`src/inc/core_pll_pkg.sv`:
```
// Purpose: shared constants and types for the core pll lock and idle control block
// Assumes: axi4-lite register access, 32-bit data, one aligned word per register
// Notes:   the autoidle field takes 0 for manual lock, 1 or 5 for automatic modes
package core_pll_pkg;
  // register byte offsets
  localparam logic [3:0] ADDR_AUTOIDLE   = 4'h0;  // pll_autoidle_reg
  localparam logic [3:0] ADDR_RSTCTRL    = 4'h4;  // reset_control_reg
  localparam logic [3:0] ADDR_CLKCFG     = 4'h8;  // post divider and bypass clock choice
  localparam logic [3:0] ADDR_STATUS     = 4'hc;  // read-only lock state
  // autoidle field encodings
  localparam logic [2:0] AUTO_MANUAL     = 3'h0;
  localparam logic [2:0] AUTO_LOCK_A     = 3'h1;
  localparam logic [2:0] AUTO_LOCK_B     = 3'h5;
  // field positions
  localparam int         AUTOIDLE_MSB    = 2;
  localparam int         COLD_RESET_BIT  = 2;
  localparam int         POST_DIV_MSB    = 4;
  localparam int         DIV2_BIT        = 8;
  localparam int         ST_LOCK_BIT     = 0;
  localparam int         ST_DETECT_BIT   = 1;
  localparam int         ST_SRC_LSB      = 2;
  localparam int         ST_SRC_MSB      = 3;
  localparam int         ST_IDLE_BIT     = 4;
  // reset value, lock settle count and bus response codes
  localparam logic [4:0] POST_DIV_RESET  = 5'h01;
  localparam logic [1:0] SETTLE_CYCLES   = 2'h2;  // consecutive lock-detect samples
  localparam logic [1:0] RESP_OKAY       = 2'h0;
  localparam logic [1:0] RESP_SLVERR     = 2'h2;

  typedef enum {st_relock, st_locked, st_bypass} pll_state_t;
  typedef enum logic [1:0] {l3_from_pll, l3_from_sys, l3_from_sys_div2} l3_src_t;

  typedef struct packed {
    logic [2:0] autoidle;     // pll automatic control mode
    logic [4:0] post_div;     // pll post divider setting
    logic       bypass_div2;  // bypass l3 source: sys clock halved
  } cfg_t;
endpackage

```
`src/hdl/core_pll_lock_idle_control.sv`:
```
// Purpose: core pll lock tracking, relock after cold reset, isolated lock flag, sdram idle hold-off
// Assumes: all inputs synchronous to aclk; lock detector and power manager are plain logic
// Notes:   registers over axi4-lite; status word reflects live lock state
// Function
// - autoidle value 0 means manual lock; values 1 and 5 mean automatic modes.
// - writing cold-reset bit 2 of reset_control_reg forces a full pll relock.
// - during relock, l3 clock comes from system clock or system clock halved.
// - lock flag crosses to power manager through a latching isolation cell.
// - power manager stops pll input clock when it sees unlocked during sleep.
// - waking from retention or off in automatic mode needs a fresh lock sequence.
// - sdram idle request stays asserted until the lock state is set.
// - wake event during bypass never yields a false locked report.
// - manual lock mode keeps the pll locked once it has locked, until a cold reset forces a relock.
//
// Design decisions made here: the address map and the AXI4-Lite interface to the registers.
`timescale 1ns/100ps
module core_pll_lock_idle_control
  import core_pll_pkg::*;
(
  input  wire logic        aclk,                    // system clock, 10 MHz
  input  wire logic        aresetn,                 // synchronous reset, active low
  input  wire logic [3:0]  s_axi_awaddr,            // write address
  input  wire logic        s_axi_awvalid,           // write address valid
  output logic             s_axi_awready,           // write address ready
  input  wire logic [31:0] s_axi_wdata,             // write data
  input  wire logic [3:0]  s_axi_wstrb,             // write byte enables
  input  wire logic        s_axi_wvalid,            // write data valid
  output logic             s_axi_wready,            // write data ready
  output logic [1:0]       s_axi_bresp,             // write response
  output logic             s_axi_bvalid,            // write response valid
  input  wire logic        s_axi_bready,            // write response ready
  input  wire logic [3:0]  s_axi_araddr,            // read address
  input  wire logic        s_axi_arvalid,           // read address valid
  output logic             s_axi_arready,           // read address ready
  output logic [31:0]      s_axi_rdata,             // read data
  output logic [1:0]       s_axi_rresp,             // read response
  output logic             s_axi_rvalid,            // read data valid
  input  wire logic        s_axi_rready,            // read data ready
  input  wire logic        pll_lock_detect,         // raw analog lock detector
  input  wire logic        core_sleep_req,          // core going to retention or off
  input  wire logic        internal_wake_event,     // wake from retention or off
  input  wire logic        iso_enable,              // domain isolation active
  input  wire logic        sdram_idle_need,         // power manager wants sdram idle
  output logic             core_pll_lock_flag,      // lock state, clock manager side
  output logic             iso_lock_flag,           // lock state seen by power manager
  output logic             pll_input_clk_en,        // pll reference clock enable
  output logic             sdram_ctl_idle_request,  // hold sdram controller in idle
  output l3_src_t          l3_src,                  // l3 clock source select
  output logic [4:0]       pll_post_divider         // post divider to the pll
);

  // bus state
  logic        aw_hold, next_aw_hold, w_hold, next_w_hold;
  logic [3:0]  aw_addr, next_aw_addr;
  logic [31:0] w_data, next_w_data;
  logic [3:0]  w_strb, next_w_strb;
  logic        bvalid, next_bvalid, rvalid, next_rvalid;
  logic [1:0]  bresp, next_bresp, rresp, next_rresp;
  logic [31:0] rdata, next_rdata;
  cfg_t        cfg, next_cfg;
  logic        commit, cold_req, auto_mode;
  logic [31:0] status_word;

  // pll state
  pll_state_t  state, next_state;
  logic [1:0]  settle_cnt, next_settle_cnt;
  logic        next_lock_flag, next_iso_flag, next_idle_req;
  l3_src_t     next_l3_src;

  assign s_axi_awready = !aw_hold;
  assign s_axi_wready  = !w_hold;
  assign s_axi_arready = !rvalid;  // one read in flight at a time
  assign s_axi_bvalid  = bvalid;
  assign s_axi_bresp   = bresp;
  assign s_axi_rvalid  = rvalid;
  assign s_axi_rresp   = rresp;
  assign s_axi_rdata   = rdata;
  assign commit        = aw_hold && w_hold && !bvalid;
  assign cold_req      = commit && (aw_addr == ADDR_RSTCTRL) && w_strb[0] && w_data[COLD_RESET_BIT];
  assign auto_mode     = (cfg.autoidle == AUTO_LOCK_A) || (cfg.autoidle == AUTO_LOCK_B);
  assign pll_post_divider = cfg.post_div;

  // status readback, unused bits read as zero
  always_comb begin
    status_word = '0;
    status_word[ST_LOCK_BIT]            = core_pll_lock_flag;
    status_word[ST_DETECT_BIT]          = pll_lock_detect;
    status_word[ST_SRC_MSB:ST_SRC_LSB]  = l3_src;
    status_word[ST_IDLE_BIT]            = sdram_ctl_idle_request;
  end

  // axi4-lite slave: address and data held separately, committed together
  always_comb begin
    next_aw_hold = aw_hold;
    next_aw_addr = aw_addr;
    next_w_hold  = w_hold;
    next_w_data  = w_data;
    next_w_strb  = w_strb;
    next_bvalid  = bvalid;
    next_bresp   = bresp;
    next_rvalid  = rvalid;
    next_rresp   = rresp;
    next_rdata   = rdata;
    next_cfg     = cfg;
    if (s_axi_awvalid && !aw_hold) begin
      next_aw_hold = 1'b1;
      next_aw_addr = s_axi_awaddr;
    end
    if (s_axi_wvalid && !w_hold) begin
      next_w_hold = 1'b1;
      next_w_data = s_axi_wdata;
      next_w_strb = s_axi_wstrb;
    end
    if (commit) begin
      next_aw_hold = 1'b0;
      next_w_hold  = 1'b0;
      next_bvalid  = 1'b1;
      next_bresp   = RESP_OKAY;
      unique case (aw_addr)
        ADDR_AUTOIDLE: begin
          if (w_strb[0]) next_cfg.autoidle = w_data[AUTOIDLE_MSB:0];
        end
        ADDR_CLKCFG: begin
          if (w_strb[0]) next_cfg.post_div = w_data[POST_DIV_MSB:0];
          if (w_strb[1]) next_cfg.bypass_div2 = w_data[DIV2_BIT];
        end
        ADDR_RSTCTRL: ;  // cold-reset bit is self-clearing
        ADDR_STATUS:  ;  // read-only, write ignored
        default: next_bresp = RESP_SLVERR;
      endcase
    end else if (bvalid && s_axi_bready) begin
      next_bvalid = 1'b0;
    end
    if (s_axi_arvalid && !rvalid) begin
      next_rvalid = 1'b1;
      next_rresp  = RESP_OKAY;
      unique case (s_axi_araddr)
        ADDR_AUTOIDLE: next_rdata = {29'h0, cfg.autoidle};
        ADDR_RSTCTRL:  next_rdata = 32'h0;
        ADDR_CLKCFG:   next_rdata = {23'h0, cfg.bypass_div2, 3'h0, cfg.post_div};
        ADDR_STATUS:   next_rdata = status_word;
        default: begin
          next_rdata = 32'h0;
          next_rresp = RESP_SLVERR;
        end
      endcase
    end else if (rvalid && s_axi_rready) begin
      next_rvalid = 1'b0;
    end
  end

  always_ff @(posedge aclk) begin
    if (!aresetn) begin
      aw_hold <= 1'b0;
      aw_addr <= 4'h0;
      w_hold  <= 1'b0;
      w_data  <= 32'h0;
      w_strb  <= 4'h0;
      bvalid  <= 1'b0;
      bresp   <= RESP_OKAY;
      rvalid  <= 1'b0;
      rresp   <= RESP_OKAY;
      rdata   <= 32'h0;
      cfg     <= '{autoidle: AUTO_MANUAL, post_div: POST_DIV_RESET, bypass_div2: 1'b0};
    end else begin
      aw_hold <= next_aw_hold;
      aw_addr <= next_aw_addr;
      w_hold  <= next_w_hold;
      w_data  <= next_w_data;
      w_strb  <= next_w_strb;
      bvalid  <= next_bvalid;
      bresp   <= next_bresp;
      rvalid  <= next_rvalid;
      rresp   <= next_rresp;
      rdata   <= next_rdata;
      cfg     <= next_cfg;
    end
  end

  // pll lock control: confirmed lock needs consecutive detector samples, so a
  // glitch on the detector around the wake from bypass cannot report lock early
  always_comb begin
    next_state      = state;
    next_settle_cnt = settle_cnt;
    unique case (state)
      st_relock: begin
        if (pll_lock_detect) begin
          next_settle_cnt = settle_cnt + 2'h1;
          if (next_settle_cnt == SETTLE_CYCLES) next_state = st_locked;
        end else begin
          next_settle_cnt = 2'h0;
        end
      end
      st_locked: begin
        // manual mode never enters bypass, only automatic modes do
        if (auto_mode && core_sleep_req) next_state = st_bypass;
        else if (!pll_lock_detect && auto_mode) next_state = st_relock;
      end
      st_bypass: begin
        next_settle_cnt = 2'h0;  // detector ignored here
        if (internal_wake_event) next_state = st_relock;
      end
    endcase
    if (cold_req) begin
      next_state      = st_relock;
      next_settle_cnt = 2'h0;
    end
    if (next_state != st_relock) next_settle_cnt = 2'h0;
    next_lock_flag = (next_state == st_locked);
    next_idle_req  = !next_lock_flag || sdram_idle_need;
    // bypass source while not locked
    if (next_lock_flag) next_l3_src = l3_from_pll;
    else if (cfg.bypass_div2) next_l3_src = l3_from_sys_div2;
    else next_l3_src = l3_from_sys;
    // latching isolation: value frozen while isolation is on
    next_iso_flag = iso_enable ? iso_lock_flag : next_lock_flag;
  end

  // reference clock stops only when the isolated flag reads unlocked in sleep
  assign pll_input_clk_en = !(core_sleep_req && !iso_lock_flag);

  always_ff @(posedge aclk) begin
    if (!aresetn) begin
      state                  <= st_relock;
      settle_cnt             <= 2'h0;
      core_pll_lock_flag     <= 1'b0;
      iso_lock_flag          <= 1'b0;
      sdram_ctl_idle_request <= 1'b1;
      l3_src                 <= l3_from_sys;
    end else begin
      state                  <= next_state;
      settle_cnt             <= next_settle_cnt;
      core_pll_lock_flag     <= next_lock_flag;
      iso_lock_flag          <= next_iso_flag;
      sdram_ctl_idle_request <= next_idle_req;
      l3_src                 <= next_l3_src;
    end
  end
endmodule

```
`config.mk`:
```
export PLATFORM = sky130hd
export DESIGN_NAME = core_pll_lock_idle_control
export DESIGN_NICKNAME = d
export VERILOG_FILES = /design/src/inc/core_pll_pkg.sv /design/src/hdl/core_pll_lock_idle_control.sv
export SDC_FILE = /design/constraint.sdc
export NUM_CORES = 1
export LEC_CHECK = 0
export BUFFER_PORTS_ARGS = -buffer_cell sky130_fd_sc_hd__buf_2
export CAP_MARGIN = 40
export CORE_ASPECT_RATIO = 0.7
export CORE_UTILIZATION = 40
export DETAILED_ROUTE_END_ITERATION = 8
export PLACE_DENSITY = 0.72
export SLEW_MARGIN = 15
export SYNTH_ARGS = -nofsm -noshare
export SYNTH_HDL_FRONTEND = slang
export SYNTH_SLANG_ARGS = --single-unit
```
`constraint.sdc`:
```
create_clock -name aclk -period 2.5 [get_ports aclk]
set_clock_uncertainty 0.15 [all_clocks]
set_input_delay 0.25 -clock aclk [delete_from_list [all_inputs] [get_ports aclk]]
set_output_delay 0.25 -clock aclk [all_outputs]
set_load 0.005 [all_outputs]
```
; Word-level counts from Yosys, hierarchy flattened
; Index checks and enable logic that the tools add are counted.
[totals]
reg_bits = 103
out_inout_bits = 52
input_bits = 56
word_cells = 90
[op_classes]
eq_ne = 12
bitwise_logic = 1
addsub = 1
mux = 18
n_reduce_logical = 38
[ops]
columns = op, n
row1 = 2-to-1 mux 32 bit, 6
row2 = case mux 32 bit (3 select lines), 1
row3 = "== test 32 x 2 -> 1 bit, second input constant", 2
row4 = "== test 32 x 1 -> 1 bit, second input constant", 1
row5 = logical NOT 32 bit, 1
row6 = nonzero test 32 bit, 1
row7 = case mux 9 bit (3 select lines), 1
row8 = "== test 4 bit, second input constant", 4
row9 = logical AND 1 bit, 13
row10 = AND reduction 3 bit, 3
row11 = "== test 4 x 3 -> 1 bit, second input constant", 2
row12 = logical NOT 1 bit, 8
row13 = logical NOT 4 bit, 2
row14 = 2-to-1 mux 2 bit, 4
row15 = OR reduction 4 bit, 2
row16 = nonzero test 2 bit, 3
row17 = 2-to-1 mux 1 bit, 5
row18 = case mux 2 bit (2 select lines), 1
row19 = OR reduction 2 bit, 2
row20 = "== test 3 x 1 -> 1 bit, second input constant", 1
row21 = "== test 3 bit, second input constant", 1
row22 = OR reduction 3 bit, 1
row23 = "adder 2 x 1 -> 2 bit, second input constant", 1
row24 = "== test 2 bit, second input constant", 1
row25 = other kinds (2), 3

; Depth between registers and ports, before layout
; Gate-level depths: netlist (run 1).
[logic_depth]
depth_word = 10
mapped_depth = 7
mapped_depth_nobuf = 7

; Least setup slack after synthesis (run 1)
; Ideal clock, no wire load.
[synth_path]
path_type = reg-to-reg
from = register state[16]
to = register settle_cnt[0]
setup_ns = 0.122
arrival_ns = 1.940
stages_incl_launch_ff = 6
path_buffers = 0
period_less_slack_ns = 2.211
path_slack_ns = 0.289
required_ns = 2.228
path_cell_list = dfxtp_1 > or4_4 > or3_4 > or4_4 > mux2i_1 > nor3_1
[synth_via]
elab_chain_len = 6
[synth_lines]
columns = element, line_no
row1 = "start, declared", core_pll_lock_idle_control.sv:65  ; pll_state_t state, next_state;
row2 = "start signal, assigned", core_pll_lock_idle_control.sv:224  ; state <= st_relock;
row3 = "start signal, assigned", core_pll_lock_idle_control.sv:231  ; state <= next_state;
row4 = "parallel branches: the longest is 6 deep, another holds == test 32 x 2 -> 1 bit", --
row5 = "end signal, assigned", core_pll_lock_idle_control.sv:232  ; settle_cnt <= next_settle_cnt;
row6 = "end, declared", core_pll_lock_idle_control.sv:66  ; logic [1:0] settle_cnt, next_settle_cnt;
; Parallel ways; which one is timed is not known.
; A chain may end at the register's enable or synchronous reset.

; Worst setup path after layout (run 1)
[layout_path]
from = register state[30]
to = register state[2]
[layout_via]
elab_chain_len = 3
[layout_lines]
columns = element, line_no
row1 = "== test 32 x 2 -> 1 bit, or another cell as far along", core_pll_lock_idle_control.sv:185  ; unique case (state)
row2 = case mux 32 bit (3 select lines) *, core_pll_lock_idle_control.sv:185
row3 = 2-to-1 mux 32 bit *, core_pll_lock_idle_control.sv:204  ; if (cold_req) begin
; Mark *: on every way between the ends. The rest lies on a longest branch, timed or not.

==> results of run 1 <==
## worst paths after layout
kind                       start        end
setup / recovery       state[30]   state[2]
hold / removal    s_axi_wdata[3]  w_data[3]
setup reg to reg       state[30]   state[2]
hold reg to reg        state[17]  state[17]
## critical path: cells and delay by family, from the launching register on
family | cells | cell delay [ps]
compound gates | 1 | 140
flops | 1 | 340
buf+inv | 1 | 210
simple gates | 4 | 1380
## placed cells by master (no fill, tap or decap), types with 4 or more instances in the layout
master    netlist  routed
inv_1           7       7
buf_2           2      51
clkbuf_8        0      10
mux2i_1        23      23
nand4b_1        4       4
conb_1          1      28
and2_1         32      32
nand2_1         9       9
buf_4          33       4
nor3_1          7       7
nor2b_1        31      31
nor4_1          5       5
nor2_1          9       9
mux2_2          5       5
o21ai_0         7       7
dfxtp_1        72      72
## layout make-up
cell class,instances,area (µm²)
Clock inverter,3,17.52
Fill cell,710,3872
Clock buffer,13,148.9
Tap cell,98,122.6
Timing Repair Buffer,57,305.3
Inverter,7,26.28
Multi-Input combinational cell,209,1385
Sequential cell,72,1441
## metal layers
| metal | GRT usage | part of all wire |
|---|---|---|
| met5 | 0 | 0 |
| met1 | 0.2221 | 0.52 |
| met3 | 0.04675 | 0.068 |
| met2 | 0.1905 | 0.40 |
| met4 | 0.04630 | 0.0059 |
## where the power goes
group          internal (mW)  switching, mW  total (mW)
Sequential              1.17         0.0192        1.19
Clock                  0.385          0.397       0.782
Combinational         0.0828         0.0930       0.176
Total                   1.64          0.509        2.15
## cell families after synthesis
logic type	count (synthesis)	synth area share
and+or+nand+nor	121	0.2478
AOI/OAI and AO/OA	31	0.07493
muxes	28	0.09428
adders and majority gates	1	0.004116
DFF	72	0.4743
other	1	0.001234
buffers and inverters	50	0.1033
## state kept, by name (all words and copies together), names as in the netlist, 2 cells and up
name              count
aw_addr               4
cfg                   4
l3_src                2
pll_post_divider      5
s_axi_rdata           6
settle_cnt            2
state                32
w_data                6
w_strb                2
## metrics by stage
stage               power, mW  instance area [µm²]    util  setup WS [ps]
finish                  2.151                 3447  0.4709          175.5
detailed placement      1.391                 3261  0.4455          189.9
global placement        1.385                 3261  0.4455          198.7
CTS                     2.173                 3447  0.4709          168.5
floorplan               1.357                 3141       -          288.5
global route            2.250                 3447  0.4709          43.77
==> summary.md, run 1 <==
| Metric | Value |
|---|---|
| Final wirelength | `5.792 mm` |
| CP Capture Type | `flop` |
| Yosys cell types | `45` |
| Synth Flop Type | `dfxtp_1` |
| Startpoint Class | `flop` |
| Number of flops mapped to enable cells by yosys | `0` |
| Leading area contributor after synthesis | `dfxtp_1` |
| Post-DRT Antenna Nets | `0` |
| Count of cells resized by post-cts repair | `0` |
| Most frequent cell after synthesis | `dfxtp_1` |
| Post-synthesis sequential area ratio | `0.4743` |
| Final Hold Vio Count | `0` |
| Worst endpoint required time | `2570 ps` |
| Leakage power | `1.552 nW` |
| First-pass detailed-route iteration total | `4` |
| Max Freq | `430.2 MHz` |
| Num ports | `108` |
| Fin crit period | `2325 ps` |
| Slowest-stage cell, CP | `or4_4` |
| Initial Util | `0.4152` |
| DIE AREA | `0.007956 mm²` |
| I/O Buffers | `51` |
| Register bit total from synthesis | `72` |
| Starting DRT DRC Count | `140` |
| Std cell rows | `26` |
| Antenna cells | `0` |
| Die outline height | `74.93 µm` |
| RSZ-0062 raised after global routing | `false` |
| Critical Path AT | `2400 ps` |
| Reg2Reg Setup Slack | `180 ps` |
| CTS tree | `built` |
| Share of cells above drive strength 1 | `0.2327` |
| Register-to-Register Path Depth | `6` |
| Clock-pin slew on the worst setup and hold paths | `70 ps` |
| Peak VDD IR | `0.2217 mV` |
| Total Routing Usage GR | `0.1459` |
| Worst Hold Slack | `21.79 ps` |
| Crit Path Category | `reg2reg` |
| Top cell type's share of synthesized area | `0.4743` |
| CP cell instances | `or4_4 -> or3_4 -> nor3_1 -> a311oi_1 -> buf_4 -> and2_1` |
| Max capacitance violation total | `0` |
| Routed via count | `2134` |
| H-tree depth | `3` |
| RD Place Congestion | `0.7843` |
| Post-Route Setup TNS | `0 ps` |
| Area contributors post-synth | `dfxtp_1, buf_4, mux2i_1` |
| Final HPWL DP | `4.168 mm` |
| Hold path depth | `3` |
| Ys async rst share | `0` |
| Average wire per standard cell | `12.62 µm` |
| DRC | `0` |
| Commonest cells post-synth | `dfxtp_1, buf_4, and2_1` |
| Number of CTS-inserted buffers | `9` |
| Core area | `0.007320 mm²` |
| Largest net degree at the start of global routing | `41` |
| Number of warnings issued by yosys | `0` |
| Root Driver | `clkbuf_8` |
| Clock insertion delay at the later pin of the skew report | `330 ps` |
| Status | `finished clean` |
| Post-CTS Hold Buffers | `2` |
| Chip Width | `106.2 µm` |
| # clock sinks | `72` |
| Mean post-synth cell area | `9.997 µm²` |
| Post-Layout Cell Count | `459` |
| Synthesized cell area | `0.003039 mm²` |
| Vias in the first global route | `1741` |
| Via density | `4.649` |
| Crit Path Max Fanout | `21` |
| First-pass GRT wire length | `8.825 mm` |
| Final setup fails | `0` |
| Largest stage delay, worst path | `570 ps` |
| Antenna violations before repair | `0` |
| GR Overflow Total | `0` |
| Final worst-path cycle share | `0.9298` |
| Inst Count DP | `441` |
| Post-CTS Setup Bufs | `0` |
| Pwr dens | `623.9 mW/mm²` |
| Max Transition Viols Final | `0` |
| Area growth syn-to-layout | `13.42%` |
| CTS Buffer Depth | `2` |
| Synth Instances | `304` |
| Worst min path class | `in2reg` |
| Fin nets | `413` |
(Power assumes the default switching activity.)
==> run 2, diff against run 1 <==
--- a/config.mk
+++ b/config.mk
@@ -5,12 +5,13 @@
 export SDC_FILE = /design/constraint.sdc
 export NUM_CORES = 1
 export LEC_CHECK = 0
+export ABC_AREA = 1
 export BUFFER_PORTS_ARGS = -buffer_cell sky130_fd_sc_hd__buf_2
 export CAP_MARGIN = 40
 export CORE_ASPECT_RATIO = 0.7
 export CORE_UTILIZATION = 40
 export DETAILED_ROUTE_END_ITERATION = 8
-export PLACE_DENSITY = 0.72
+export PLACE_DENSITY = 0.71
 export SLEW_MARGIN = 15
 export SYNTH_ARGS = -nofsm -noshare
 export SYNTH_HDL_FRONTEND = slang
==> run 2 against run 1 <==
Clock-buffer cell count shrank 3. Synthesized area up 14%. Clock power rose by 70%. First-iteration DRC count rose by 7.9%. Maximum frequency increased by 6.4%. Cell area rose by 16%. Sequential power grew 8%. Critical path depth is 4 higher. Non-clock buffer count up 6. Sequential cell count unchanged.
==> summary.md, run 2 <==
| Metric | Value |
|---|---|
| Status | `finished clean (unchanged)` |
| Mean post-synth cell area | `7.491 µm² (was 9.997 µm²)` |
| Antenna cells | `0 (unchanged)` |
| Count of cells resized by post-cts repair | `0 (unchanged)` |
| Share of cells above drive strength 1 | `0.2062 (was 0.2327)` |
| Post-DRT Antenna Nets | `0 (unchanged)` |
| Chip Width | `113.2 µm (was 106.2 µm)` |
| Total Routing Usage GR | `0.1699 (was 0.1459)` |
| Critical Path AT | `2260 ps (was 2400 ps)` |
| Max capacitance violation total | `0 (unchanged)` |
| Top cell type's share of synthesized area | `0.4165 (was 0.4743)` |
| Largest stage delay, worst path | `350 ps (was 570 ps)` |
| Final setup fails | `0 (unchanged)` |
| CP delay by family, top | `simple AND/OR/NAND/NOR gates (unchanged)` |
| CTS tree | `built (unchanged)` |
| Number of flops mapped to enable cells by yosys | `0 (unchanged)` |
| CP cell instances | `inv_1 -> nand3_2 -> nor2_4 -> nand3_2 -> o21ai_0 -> nand4_1 -> nor2_2 -> nand4_4 -> nor2_4 -> nand2_1 (was or4_4 -> or3_4 -> nor3_1 -> a311oi_1 -> buf_4 -> and2_1)` |
| Final Hold Vio Count | `0 (unchanged)` |
| Internal power | `2.370 mW (was 1.641 mW)` |
| DRC | `0 (unchanged)` |
| Register-to-Register Path Depth | `10 (was 6)` |
| Average wire per standard cell | `12.11 µm (was 12.62 µm)` |
| Num ports | `108 (unchanged)` |
| Final HPWL DP | `5.310 mm (was 4.168 mm)` |
| Most frequent cell after synthesis | `dfxtp_1 (unchanged)` |
| First-pass GRT wire length | `11.91 mm (was 8.825 mm)` |
| Clock insertion delay at the later pin of the skew report | `330 ps (about the same)` |
| Post-synthesis sequential area ratio | `0.4165 (was 0.4743)` |
| I/O Buffers | `51 (unchanged)` |
| Fin nets | `568 (was 413)` |
| Area contributors post-synth | `dfxtp_1, nand2_1, buf_4 (was dfxtp_1, buf_4, mux2i_1)` |
| Startpoint Class | `flop (unchanged)` |
| Routed via count | `2944 (was 2134)` |
| Worst min path class | `in2reg (unchanged)` |
| Via density | `4.787 (was 4.649)` |
| Number of CTS-inserted buffers | `9 (unchanged)` |
| Number of warnings issued by yosys | `0 (unchanged)` |
| Sw Share | `0.2869 (was 0.2367)` |
| Max Freq | `457.7 MHz (was 430.2 MHz)` |
| Crit Path Category | `reg2reg (unchanged)` |
| Register bit total from synthesis | `72 (unchanged)` |
| Synth Flop Type | `dfxtp_1 (unchanged)` |
| Peak VDD IR | `0.4758 mV (was 0.2217 mV)` |
| Core area | `0.008108 mm² (was 0.007320 mm²)` |
| Vias in the first global route | `2464 (was 1741)` |
| Slowest-stage cell, CP | `nand3_2 (was or4_4)` |
| Yosys cell types | `30 (was 45)` |
| Area growth syn-to-layout | `15.84% (was 13.42%)` |
| # clock sinks | `72 (unchanged)` |
| Max reg flops | `32 (unchanged)` |
| First-pass detailed-route iteration total | `5 (was 4)` |
| Final wirelength | `7.445 mm (was 5.792 mm)` |
| Fin crit period | `2185 ps (was 2325 ps)` |
| Seq pwr share | `0.385 (was 0.555)` |
| RSZ-0062 raised after global routing | `false (unchanged)` |
| Hold path depth | `3 (unchanged)` |
| CP Capture Type | `flop (unchanged)` |
| H-tree depth | `3 (unchanged)` |
| Post-Route Setup TNS | `0 ps (unchanged)` |
| CP bufs+invs | `1 (unchanged)` |
| Pwr dens | `829.1 mW/mm² (was 623.9 mW/mm²)` |
| Clock-pin slew on the worst setup and hold paths | `50 ps (was 70 ps)` |
| Rel. slew slack | `0.6051` |
| CTS Buffer Depth | `2 (unchanged)` |
| Die outline height | `79.83 µm (was 74.93 µm)` |
| Final worst-path cycle share | `0.8740 (was 0.9298)` |
| Largest net degree at the start of global routing | `30 (was 41)` |
| Leakage power | `1.838 nW (was 1.552 nW)` |
| Leading area contributor after synthesis | `dfxtp_1 (unchanged)` |
| Clk network pwr share | `0.400 (was 0.364)` |
| Fill count | `754 (was 710)` |
| Post-layout util | `0.4944 (was 0.4709)` |
| Synth Instances | `462 (was 304)` |
| Commonest non-fill, non-tap cell in the layout | `dfxtp_1 (unchanged)` |
| Starting DRT DRC Count | `151 (was 140)` |
| Multi-input logic area | `0.001525 mm² (was 0.001385 mm²)` |
| Max Transition Viols Final | `0 (unchanged)` |
| Reg with most FFs | `state (unchanged)` |
| RD Place Congestion | `0.7791 (was 0.7843)` |
| FF/Latch Area | `0.001441 mm² (unchanged)` |
| Synthesized cell area | `0.003461 mm² (was 0.003039 mm²)` |
| Switching power of the nets | `0.9537 mW (was 0.5091 mW)` |
| Antenna violations before repair | `0 (unchanged)` |
| Initial Util | `0.4269 (was 0.4152)` |
| Ys async rst share | `0 (unchanged)` |
| DIE AREA | `0.009034 mm² (was 0.007956 mm²)` |
| Worst slew pin tran | `587.8 ps` |
| Crit path setup slack, layout | `315.1 ps (was 175.5 ps)` |
| Comb power frac | `0.216 (was 0.082)` |
| Number of cells on the critical path | `10 (was 6)` |
| Worst endpoint required time | `2570 ps (about the same)` |
| GR Overflow Total | `0 (unchanged)` |
| Crit Path Max Fanout | `20 (was 21)` |
| Root Driver | `clkbuf_16 (was clkbuf_8)` |
| Dpl ws | `344.1 ps (was 189.9 ps)` |
| Most frequent cells in the layout | `dfxtp_1, nand2_1, inv_1 (was dfxtp_1, buf_2, and2_1)` |
| Commonest cells post-synth | `dfxtp_1, nand2_1, inv_1 (was dfxtp_1, buf_4, and2_1)` |
| Std cell rows | `27 (was 26)` |
run 2: changes by cell type in the layout (fill, tap and decap cells not counted), moves of 12 or more:
cell,change
and2_1,-32
nor2b_1,-31
o21ai_0,+22
nand2_1,+61
inv_1,+53
nor2_1,+49
nor4_1,+16
nand3_1,+12
a21oi_1,+24
mux2i_1,-23
run 2: cell type report:
cell class / instances / area share
clock buffers: 10 / 0.05961
repair buffers: 63 / 0.08864
multi-input cells: 298 / 0.3805
clock inverters: 4 / 0.01748
well taps: 101 / 0.03152
flip-flops and latches: 72 / 0.3596
inverters: 67 / 0.06273
run 2: path summary, 6_finish.rpt:
check / slack [ps] / from / to
worst max register to register: 320 / s_axi_bvalid / sdram_ctl_idle_request
worst max-delay path: 320 / s_axi_bvalid / sdram_ctl_idle_request
worst min register to register: 290 / state[4] / state[4]
worst min-delay path: 5 / s_axi_wdata[3] / w_data[3]
run 2: timing repair:
action                                 CTS  global route
setup buffers                            0             0
endpoints found under the hold margin    4             0
hold buffers                             4             0
run 2: power groups by stage:
stage / clock network [mW] / logic (mW) / registers, mW
3_5_place_dp: 0 / 0.706 / 1.30
4_1_cts: 1.36 / 0.716 / 1.28
6_report: 1.33 / 0.717 / 1.28
3_3_place_gp: 0 / 0.689 / 1.30
5_1_grt: 1.40 / 0.813 / 1.29
2_1_floorplan: 0 / 0.562 / 1.29
run 2: routing by layer:
layer	up-vias	routed length, µm	track usage
met5	-	0	0
met4	0	57	0.05132
met3	4	381	0.05087
met2	72	3190	0.2319
met1	1328	3816	0.2512
li1	1540	-	-
run 2: tightest hold or removal path: stages:
cell and delay, ps:
buf_2 70, nor2_1 30, nor2_1 90
run 2: logic make-up after synthesis:
kind of cell | count (synthesis) | synth area share
AOI/OAI and AO/OA | 69 | 0.1135
other | 1 | 0.001084
adders and majority gates | 1 | 0.003615
buffers and inverters | 119 | 0.1728
and+or+nand+nor | 200 | 0.2925
DFF | 72 | 0.4165
run 2: stage by stage:
step / hold WS, ps / cells / power, mW / cell area (µm²)
floorplan: 191.7 / 489 / 1.854 / 3562
CTS: 1.567 / 615 / 3.347 / 4009
detailed placement: 283.6 / 597 / 2.006 / 3660
finish: 5.335 / 615 / 3.324 / 4009
global route: 13.61 / 615 / 3.503 / 4009
global placement: 283.2 / 597 / 1.989 / 3660
==> run 3, diff against run 2 <==
==> constraint.sdc (replaced) <==
create_clock -name aclk -period 2.5 [get_ports aclk]
set_clock_uncertainty 0.15 [all_clocks]
set_input_delay 0.125 -clock aclk [delete_from_list [all_inputs] [get_ports aclk]]
set_output_delay 0.125 -clock aclk [all_outputs]
set_load 0.005 [all_outputs]
==> run 3 against run 2 <==
Register-to-register slack got worse by 60 ps. Core utilization rose by 1.6 points. Critical path type unchanged. Combinational power rose by 3%. Critical endpoint unchanged.
==> summary.md, run 3 (synthesis gave the netlist of run 2 again) <==
| Metric | Value |
|---|---|
| Reg2Reg Setup Slack | `260 ps (was 320 ps)` |
| Starting DRT DRC Count | `169 (was 151)` |
| Via density | `4.725 (was 4.787)` |
| Crit path setup slack, layout | `256.1 ps (was 315.1 ps)` |
| Final worst-path cycle share | `0.8976 (was 0.8740)` |
| Rel. slew slack | `0.6230 (was 0.6051)` |
| RD Place Congestion | `0.7604 (was 0.7791)` |
| GR Overflow Total | `0 (unchanged)` |
| Root Driver | `clkbuf_16 (unchanged)` |
| Leakage power | `1.888 nW (was 1.838 nW)` |
| Clock-pin slew on the worst setup and hold paths | `60 ps (was 50 ps)` |
| Antenna cells | `0 (unchanged)` |
| Max reg flops | `32 (unchanged)` |
| CP Launch Point | `w_hold (was s_axi_bvalid)` |
| Worst hold start | `s_axi_araddr[2] (was s_axi_wdata[3])` |
| Crit Path Category | `reg2reg (unchanged)` |
| Fin crit period | `2244 ps (was 2185 ps)` |
| Worst min path class | `in2reg (unchanged)` |
| Area growth syn-to-layout | `19.56% (was 15.84%)` |
| Final instance area | `0.004138 mm² (was 0.004009 mm²)` |
| Share of cells above drive strength 1 | `0.1947 (was 0.2062)` |
| CP Capture Type | `flop (unchanged)` |
| Final setup fails | `0 (unchanged)` |
| H-tree depth | `3 (unchanged)` |
| Status | `finished clean (unchanged)` |
| CTS Buffer Depth | `2 (unchanged)` |
| Pwr dens | `797.9 mW/mm² (was 829.1 mW/mm²)` |
| Average wire per standard cell | `12.19 µm (was 12.11 µm)` |
| Crit Path Max Fanout | `20 (unchanged)` |
| Largest net degree at the start of global routing | `39 (was 30)` |
| Worst slew pin tran | `561.1 ps (was 587.8 ps)` |
| Fin nets | `581 (was 568)` |
| # clock sinks | `72 (unchanged)` |
| I/O Buffers | `51 (unchanged)` |
| Final HPWL DP | `5.232 mm (was 5.310 mm)` |
| Number of CTS-inserted buffers | `9 (unchanged)` |
| Chip Width | `113.2 µm (unchanged)` |
| Die outline height | `79.83 µm (unchanged)` |
| Initial Util | `0.4269 (unchanged)` |
| Dpl ws | `298.6 ps (was 344.1 ps)` |
| DIE AREA | `0.009034 mm² (unchanged)` |
| Critical Path AT | `2320 ps (was 2260 ps)` |
| DRC | `0 (unchanged)` |
| Vias in the first global route | `2684 (was 2464)` |
| Most frequent cells in the layout | `dfxtp_1, nand2_1, inv_1 (unchanged)` |
| Max Transition Viols Final | `0 (unchanged)` |
| Final wirelength | `7.679 mm (was 7.445 mm)` |
| Worst endpoint required time | `2580 ps (was 2570 ps)` |
| Post-Route Setup TNS | `0 ps (unchanged)` |
| Startpoint Class | `flop (unchanged)` |
| First-pass GRT wire length | `12.57 mm (was 11.91 mm)` |
| Reg with most FFs | `state (unchanged)` |
| Max Freq | `445.6 MHz (was 457.7 MHz)` |
| Post-layout util | `0.5103 (was 0.4944)` |
| Total Routing Usage GR | `0.1807 (was 0.1699)` |
| First-pass detailed-route iteration total | `4 (was 5)` |
| CTS tree | `built (unchanged)` |
| Worst r2r src | `w_hold (was s_axi_bvalid)` |
| Final Hold Vio Count | `0 (unchanged)` |
| Core area | `0.008108 mm² (unchanged)` |
| Num ports | `108 (unchanged)` |
| Dpl cell area | `0.003637 mm² (was 0.003660 mm²)` |
| Max capacitance violation total | `0 (unchanged)` |
| Antenna violations before repair | `0 (unchanged)` |
| Clock insertion delay at the later pin of the skew report | `340 ps (was 330 ps)` |
| Worst Hold Slack | `23.43 ps (was 5.335 ps)` |
| Post-DRT Antenna Nets | `0 (unchanged)` |
| Routed via count | `2977 (was 2944)` |
| Std cell rows | `27 (unchanged)` |
| Commonest non-fill, non-tap cell in the layout | `dfxtp_1 (unchanged)` |
| RSZ-0062 raised after global routing | `false (unchanged)` |
| Peak VDD IR | `0.4467 mV (was 0.4758 mV)` |
-- run 3: path summary, 6_finish.rpt --
kind / to / cells past startpoint
worst max-delay path: sdram_ctl_idle_request / 9
worst min-delay path: s_axi_rdata[8] / 4
worst min register to register: state[4] / 2
worst max register to register: sdram_ctl_idle_request / 9
-- run 3: cell type report --
| type | instances | area (µm²) |
|---|---|---|
| Sequential cell | 72 | 1441 |
| Timing Repair Buffer | 76 | 493.0 |
| Tap cell | 101 | 126.4 |
| Clock inverter | 3 | 40.04 |
| Inverter | 67 | 251.5 |
| Clock buffer | 13 | 260.3 |
| Fill cell | 783 | 3970 |
| Multi-Input combinational cell | 298 | 1525 |
-- run 3: repair_timing --
action	in CTS	in global routing
hold endpoints to repair	19	0
resized for setup	0	0
hold buffers	20	0
buffers inserted	0	0
-- run 3: through the flow --
| stage | power, mW | std cells |
|---|---|---|
| 2_1_floorplan | 1.854 | 489 |
| 3_3_place_gp | 1.984 | 594 |
| 3_5_place_dp | 2.004 | 594 |
| 4_1_cts | 3.313 | 630 |
| 5_1_grt | 3.483 | 630 |
| 6_report | 3.301 | 630 |
-- run 3: per-layer routing --
layer | vias up | wire, µm | global-route usage
met3 | 11 | 343 | 0.05695
li1 | 1561 | - | -
met1 | 1334 | 3985 | 0.2459
met4 | 0 | 97 | 0.06316
met5 | - | 0 | 0
met2 | 71 | 3252 | 0.2681
-- run 3: power breakdown --
part           internal, mW  switching (mW)  leakage, nW  total [mW]
registers              1.22          0.0545        0.585        1.28
clock network         0.823           0.463        0.150        1.29
logic                 0.274           0.462         1.15       0.736
total                  2.32           0.980         1.89        3.30
-- run 3: worst max-delay path, stage by stage (launching register included) --
cell and delay [ps]:
dfxtp_1 370, nand3_2 130, nor2_4 120, nand3_2 360
o21ai_0 240, nand4_1 170, nor2_2 240, nand4_4 170
nor2_4 120, nand2_1 50
